File: config.mk
export PLATFORM = sky130hd
export DESIGN_NAME = ppio_port
export DESIGN_NICKNAME = d
export VERILOG_FILES = /design/src/ppio_pkg.sv /design/src/ppio_sync.sv /design/src/ppio_port.sv
export SDC_FILE = /design/constraint.sdc
export NUM_CORES = 1
export LEC_CHECK = 0
export ABC_AREA = 1
export BUFFER_PORTS_ARGS = -buffer_cell sky130_fd_sc_hd__buf_2
export CORE_ASPECT_RATIO = 0.9
export CORE_MARGIN = 1
export CORE_UTILIZATION = 30
export CTS_CLUSTER_SIZE = 12
export DETAILED_ROUTE_END_ITERATION = 10
export PLACE_DENSITY_LB_ADDON = 0.25
export RECOVER_POWER = 25
export SETUP_SLACK_MARGIN = 0.3
export SLEW_MARGIN = 20
export SYNTH_ARGS = -nofsm -noshare
export SYNTH_HDL_FRONTEND = slang
export SYNTH_SLANG_ARGS = --single-unit
File: constraint.sdc
create_clock -name CLOCK_I -period 5.7 [get_ports CLOCK_I]
set_clock_uncertainty 0.2 [all_clocks]
set_input_delay 1.14 -clock CLOCK_I [delete_from_list [all_inputs] [get_ports CLOCK_I]]
set_output_delay 1.14 -clock CLOCK_I [all_outputs]
set_load 0.01 [all_outputs]
File: src/ppio_pkg.sv
// package for the six-bit port block: register map, field layout, reset values
// assumes a classic wishbone slave with 32-bit data and word-aligned registers
// Notes on behaviour
// - gpio output drives latch bit to pin
// - latch read: latch if output, else pin
// - unclaimed pins are plain latch/direction gpio
// - bit 1 pin carries nonmaskable interrupt input
// - nonmaskable enabled when cpu clears mask bit
// - first mask clear forces bit 1 input forever
// - nonmaskable beats pwm and gpio on bit 1
// - no stop/wait wake while mask set
// - enabled pwm channel overrides gpio
// - pwm forces output, direction bit unchanged
// - bit 5 interrupt forces input, direction kept
// - direction 1 is output, 0 input
// - input view reads pins, ignores writes
// - pin-change interrupts in input or output mode
// - polarity 1 rising edge, 0 falling
// - per-pin enable masks the interrupt
package ppio_pkg;
    localparam int          PPIO_NPIN      = 6;
    localparam logic [7:0]  PPIO_OFS_LATCH = 8'h00;
    localparam logic [7:0]  PPIO_OFS_VIEW  = 8'h04;
    localparam logic [7:0]  PPIO_OFS_DIR   = 8'h08;
    localparam logic [7:0]  PPIO_OFS_POL   = 8'h0C;
    localparam logic [7:0]  PPIO_OFS_IEN   = 8'h10;
    localparam logic [7:0]  PPIO_OFS_FLAG  = 8'h14;
    localparam logic [7:0]  PPIO_OFS_CLR   = 8'h18;
    localparam logic [7:0]  PPIO_OFS_CTRL  = 8'h1C;
    localparam logic [7:0]  PPIO_OFS_STAT  = 8'h20;
    localparam int          PPIO_NMI_BIT   = 1;
    localparam int          PPIO_EXT_BIT   = 5;
    localparam int          PPIO_CTRL_EXTEN = 0;
    localparam int          PPIO_CTRL_NMASK = 1;
    localparam int          PPIO_STAT_NMIEN = 0;
    localparam int          PPIO_STAT_WAKE  = 1;
    localparam logic [5:0]  PPIO_RST_LATCH = 6'h00;
    localparam logic [5:0]  PPIO_RST_DIR   = 6'h00;
    localparam logic [5:0]  PPIO_RST_POL   = 6'h00;
    localparam logic [5:0]  PPIO_RST_IEN   = 6'h00;
    localparam logic [1:0]  PPIO_RST_CTRL  = 2'h2;
    localparam logic [5:0]  PPIO_RST_OE_N  = 6'h3F;
endpackage : ppio_pkg

File: src/ppio_sync.sv
// two-flop synchroniser for a vector of pin levels
// assumes pins are asynchronous to CLOCK_I
`timescale 1ns/1ps
`default_nettype none
module ppio_sync
    import ppio_pkg::*;
#(
    parameter int W = PPIO_NPIN
)(
    input  wire logic         clk_i,
    input  wire logic         rst_i,
    input  wire logic [W-1:0] d_i,
    output logic      [W-1:0] q_o
);
    typedef struct packed {
        logic [W-1:0] s1;
        logic [W-1:0] s2;
    } ppio_sync_t;

    ppio_sync_t st_r;
    ppio_sync_t st_nxt;

    always_comb
    begin
        st_nxt    = st_r;
        st_nxt.s1 = d_i;
        st_nxt.s2 = st_r.s1;
    end

    always_ff @(posedge clk_i or posedge rst_i)
    begin
        if (rst_i)
        begin
            st_r <= '0;
        end
        else
        begin
            st_r <= st_nxt;
        end
    end

    assign q_o = st_r.s2;
endmodule // ppio_sync
`default_nettype wire

File: src/ppio_port.sv
// six-bit port: latch, direction, input view, alternate-function priority, pin-change irq
// assumes classic wishbone master on CLOCK_I; pins and cpu mask come from outside
`timescale 1ns/1ps
`default_nettype none
module ppio_port
    import ppio_pkg::*;
(
    input  wire logic        CLOCK_I,
    input  wire logic        RST_I,
    input  wire logic        CYC_I,
    input  wire logic        STB_I,
    input  wire logic        WE_I,
    input  wire logic [7:0]  ADR_I,
    input  wire logic [3:0]  SEL_I,
    input  wire logic [31:0] DAT_I,
    output logic      [31:0] DAT_O,
    output logic             ACK_O,
    input  wire logic [5:0]  PIN_I,
    output logic      [5:0]  PIN_O,
    output logic      [5:0]  PIN_OE_N_O,
    input  wire logic [5:0]  PWM_EN_I,
    input  wire logic [5:0]  PWM_I,
    input  wire logic        CPU_NMASK_I,
    output logic             NONMASKABLE_INTERRUPT_LINE_O,
    output logic             EXT_IRQ_O,
    output logic             WAKE_ALLOW_O,
    output logic             IRQ_O
);
    typedef struct packed {
        logic [5:0]  latch;
        logic [5:0]  dir;
        logic [5:0]  pol;
        logic [5:0]  ien;
        logic [5:0]  flag;
        logic [5:0]  pin_d;
        logic        ext_en;
        logic        nmask_sw;
        logic        nmi_on;
        logic        ack;
        logic [31:0] rdata;
        logic [5:0]  pout;
        logic [5:0]  poe_n;
    } ppio_state_t;

    ppio_state_t st_r;
    ppio_state_t st_nxt;
    logic [5:0]  pin_s;
    logic [5:0]  edge_hit;
    logic [5:0]  force_in;
    logic [5:0]  force_out;
    logic [5:0]  latch_rd;
    logic        wr_stb;
    logic        rd_stb;
    logic        nmask;
    logic [5:0]  nxt_oe_n;
    logic [5:0]  nxt_out;

    ppio_sync #(
        .W (PPIO_NPIN)
    ) ppio_sync_inst (
        .clk_i (CLOCK_I),
        .rst_i (RST_I),
        .d_i   (PIN_I),
        .q_o   (pin_s)
    );

    // mask holds only while cpu and software mirror both set it
    assign nmask  = CPU_NMASK_I & st_r.nmask_sw;
    // write lands at the ack edge, while the master still holds it
    assign wr_stb = CYC_I & STB_I & WE_I & st_r.ack & SEL_I[0];
    assign rd_stb = CYC_I & STB_I & ~WE_I & ~st_r.ack;

    genvar g;
    generate
        for (g = 0; g < PPIO_NPIN; g++)
        begin : g_pin
            assign edge_hit[g] = st_r.pol[g] ? (pin_s[g] & ~st_r.pin_d[g])
                                             : (~pin_s[g] & st_r.pin_d[g]);
            if (g == PPIO_NMI_BIT)
            begin : g_nmi
                assign force_in[g] = st_r.nmi_on;
            end
            else if (g == PPIO_EXT_BIT)
            begin : g_ext
                assign force_in[g] = st_r.ext_en;
            end
            else
            begin : g_gp
                assign force_in[g] = 1'b0;
            end
            assign force_out[g] = PWM_EN_I[g] & ~force_in[g];
            assign nxt_oe_n[g] = force_in[g] ? 1'b1 :
                                 force_out[g] ? 1'b0 : ~st_r.dir[g];
            assign nxt_out[g]  = force_out[g] ? PWM_I[g] : st_r.latch[g];
            // latch read source depends on direction
            assign latch_rd[g] = st_r.dir[g] ? st_r.latch[g] : pin_s[g];
        end
    endgenerate

    always_comb
    begin
        st_nxt       = st_r;
        st_nxt.pin_d = pin_s;
        st_nxt.ack   = CYC_I & STB_I & ~st_r.ack;
        st_nxt.pout  = nxt_out;
        st_nxt.poe_n = nxt_oe_n;
        // first mask clear latches input forever
        if (!nmask)
        begin
            st_nxt.nmi_on = 1'b1;
        end
        if (wr_stb)
        begin
            case (ADR_I)
                PPIO_OFS_LATCH: st_nxt.latch = DAT_I[5:0];
                PPIO_OFS_DIR:   st_nxt.dir   = DAT_I[5:0];
                PPIO_OFS_POL:   st_nxt.pol   = DAT_I[5:0];
                PPIO_OFS_IEN:   st_nxt.ien   = DAT_I[5:0];
                PPIO_OFS_CLR:   st_nxt.flag  = st_r.flag & ~DAT_I[5:0];
                PPIO_OFS_CTRL:
                begin
                    st_nxt.ext_en   = DAT_I[PPIO_CTRL_EXTEN];
                    st_nxt.nmask_sw = DAT_I[PPIO_CTRL_NMASK];
                end
                default: st_nxt.latch = st_r.latch;
            endcase
        end
        // set wins over a same-cycle clear
        st_nxt.flag = st_nxt.flag | edge_hit;
        st_nxt.rdata = 32'h0000_0000;
        if (rd_stb)
        begin
            case (ADR_I)
                PPIO_OFS_LATCH: st_nxt.rdata[5:0] = latch_rd;
                PPIO_OFS_VIEW:  st_nxt.rdata[5:0] = pin_s;
                PPIO_OFS_DIR:   st_nxt.rdata[5:0] = st_r.dir;
                PPIO_OFS_POL:   st_nxt.rdata[5:0] = st_r.pol;
                PPIO_OFS_IEN:   st_nxt.rdata[5:0] = st_r.ien;
                PPIO_OFS_FLAG:  st_nxt.rdata[5:0] = st_r.flag;
                PPIO_OFS_CTRL:  st_nxt.rdata[1:0] = {st_r.nmask_sw, st_r.ext_en};
                PPIO_OFS_STAT:  st_nxt.rdata[1:0] = {~nmask, st_r.nmi_on};
                default:        st_nxt.rdata      = 32'h0000_0000;
            endcase
        end
    end

    always_ff @(posedge CLOCK_I or posedge RST_I)
    begin
        if (RST_I)
        begin
            st_r          <= '0;
            st_r.latch    <= PPIO_RST_LATCH;
            st_r.dir      <= PPIO_RST_DIR;
            st_r.pol      <= PPIO_RST_POL;
            st_r.ien      <= PPIO_RST_IEN;
            st_r.ext_en   <= PPIO_RST_CTRL[PPIO_CTRL_EXTEN];
            st_r.nmask_sw <= PPIO_RST_CTRL[PPIO_CTRL_NMASK];
            st_r.poe_n    <= PPIO_RST_OE_N;
        end
        else
        begin
            st_r <= st_nxt;
        end
    end

    assign DAT_O      = st_r.rdata;
    assign ACK_O      = st_r.ack;
    assign PIN_O      = st_r.pout;
    assign PIN_OE_N_O = st_r.poe_n;
    // bit 1 pin routed to nonmaskable line
    assign NONMASKABLE_INTERRUPT_LINE_O = st_r.nmi_on & pin_s[PPIO_NMI_BIT];
    assign EXT_IRQ_O  = st_r.ext_en & pin_s[PPIO_EXT_BIT];
    assign WAKE_ALLOW_O = ~nmask;
    assign IRQ_O = |(st_r.flag & st_r.ien);
endmodule // ppio_port
`default_nettype wire

==> reports/metrics.cfg <==
[status]
status = finished, final reports clean

[power]
p_comb_share_pct = 6.1
clkPwrFrac_pct = 47.8
vdd_drop_max_v = 0.000161
switching_power_mw = 0.258
cellPowerDensity_nw_per_um2 = 281
swShare_pct = 23.1
power.internal_mw = 0.859
leakage_nw = 2.00
power_frac_seq_pct = 46.1

[timing]
max_slew_margin_pct = 43.9
max_clock_freq_mhz = 349
drv_slew = 0
final_hold_viol_count = 0
setup-tns-final_ns = 0
finalSetupViolCount = 0
fin_crit_sh_pct = 50.3
fin_crit_ns = 2.87
tightest_slew_ns = 0.838
rsz0062_at_grt = no

[routing]
num_vias = 2633
antenna_left = 0
drt-wirelength-per-cell_um = 12.6
finalWirelength_um = 7770
first_pass_iters = 4
drcViolationCount = 0
dr.first_iter.drc_count = 107
vias_per_cell = 4.27

[synth]
synth_cell_types = 27
syn_area_per_cell_um2 = 8.47
netlist_instances = 411
ys_seq_area_share_pct = 50.6
netlist.area_leader.share_pct = 45.3
yosysTopAreaCell = dfrtp_1
synth_area_um2 = 3480
synth.area.top_cells = dfrtp_1, nand2_1, buf_4, dfstp_2, inv_1
synth_seq_cells = 70
yosys_warnings = 0

[floorplan]
core_region_area_um2 = 11000
ios = 117
start_util_pct = 31.5
die_y_um = 104
die_area_um2 = 12000
rows = 36
die_w_um = 116

[clock_network]
cts-buffers-inserted = 9
cts_resized = 0
h-tree-depth = 3
clock_latency_ns = 0.34
cts_tree = yes
cts_buffer_depth = 2
root_buffer = clkbuf_16
clock_sinks = 70
cts_hold_buf = 0
post_cts_buffers = 0
clk_pin_slew_ns = 0.05

[flow_run]
drv_cap = 0

[global_route]
grt_pass1_vias = 2640
grtUsageTotal_pct = 14.4
antenna_found_initial = 0
gr-total-overflow = 0
grt_pass1_wl_um = 13000
grt_start_max_net_pins = 58

[cells_and_area]
nFillCells = 1170
diodes = 0
area_growth_syn_to_layout_pct = 14.3
fin_nets = 527
final_util_pct = 36.1
drive_above_1_share_pct = 23.1

[setup_path]
arrival_ns = 1.53
cp_data_required_time_ns = 4.36
start_kind = register
crit_fanout = 3
critical_path_class = register to output pin
cp-end-kind = output pin

[placement]
portBuffers = 61
gp_congestion = 0.843
dp_hpwl_um = 5630

[hold_path]
hold_path_class = register to register

critical path, cell delays in order, from the launching register on:
cell and delay (ns):
dfrtp_1 0.40, nand2_1 0.08, o21ai_0 0.11, a221oi_1 0.27
nand3_1 0.16, buf_2 0.17
layer usage:
layer,wire [um],up-vias,track usage [%]
li1,-,1320,-
met1,3770,1221,19.0
met2,3440,79,21.6
met3,419,13,4.84
met4,146,0,5.94
met5,0,-,0
flip-flops by register name, indices dropped and copies added, names as in the netlist:
register               cells
st_r                      37
DAT_O                      6
PIN_OE_N_O                 6
PIN_O                      6
ppio_sync_inst.q_o         6
ppio_sync_inst.st_nxt      6
force_in                   2
ACK_O                      1
per-stage QoR:
stage | worst slack, ns | cell area (um2) | std cells | hold slack [ns] | power, mW
detailed placement | 2.63 | 3700 | 600 | 0.136 | 0.594
finish | 2.83 | 3980 | 616 | 0.146 | 1.12
floorplan | 2.60 | 3570 | 436 | 0.131 | 0.581
global route | 2.74 | 3980 | 616 | 0.151 | 1.17
CTS | 2.81 | 3990 | 616 | 0.149 | 1.13
global placement | 2.61 | 3700 | 600 | 0.132 | 0.592
power by group through the flow:
stage / Clock (mW) / Sequential [mW] / Combinational, mW
CTS: 0.546 / 0.515 / 0.0703
finish: 0.534 / 0.515 / 0.0680
global placement: 0 / 0.523 / 0.0686
floorplan: 0 / 0.522 / 0.0582
detailed placement: 0 / 0.524 / 0.0701
global route: 0.571 / 0.516 / 0.0786
final timing paths:
check,slack (ns),cells after the start,start,endpoint
setup / recovery,2.83,5,st_r[56],IRQ_O
hold / removal,0.15,0,ppio_sync_inst.st_nxt[2],ppio_sync_inst.q_o[2]
setup reg to reg,4.09,5,ACK_O,st_r[73]
hold reg to reg,0.15,0,ppio_sync_inst.st_nxt[2],ppio_sync_inst.q_o[2]
max in group asynchronous,3.54,3,RST_I,DAT_O[4]
min in group asynchronous,0.64,2,RST_I,ppio_sync_inst.st_nxt[3]
cells in the mapped netlist (all sizes together):
cell and count:
nand3 29, o21ai 41, nor2 38, a221oi 1, nand3b 1, conb 1
nand2 119, mux2 4, a21oi 8, buf 50, inv 44, dfstp 7
dfrtp 63, nor3 2, nand4 1, a31oi 2
cell families after synthesis:
group,Yosys count,share of synthesized area (%)
AND/OR/NAND/NOR,190,24.1
buffers and inverters,94,15.6
flip-flops,70,50.6
AO/OA/AOI/OAI,52,8.31
multiplexers,4,1.29
other,1,0.108
final cells by class:
| class | count | area, um2 | area share (%) |
|---|---|---|---|
| sequential | 70 | 1760 | 44.2 |
| multi-input combinational | 272 | 1270 | 31.9 |
| timing repair buffer | 62 | 305 | 7.67 |
| clock buffer | 13 | 270 | 6.79 |
| tap | 152 | 190 | 4.78 |
| inverter | 44 | 165 | 4.15 |
| clock inverter | 3 | 17.5 | 0.440 |
layout by cell type, fill, tap and decap left out, types with 5 or more instances in the layout:
master,count
nand2_1,114
dfrtp_1,63
buf_2,55
inv_1,42
nor2_1,29
nand3_1,27
conb_1,26
o21ai_1,20
o21ai_0,15
clkbuf_16,9
a21oi_1,8
dfstp_2,7
clkbuf_1,7
o21ai_2,6
nor2_4,5
No activity file was read; power rests on OpenSTA's default activity.
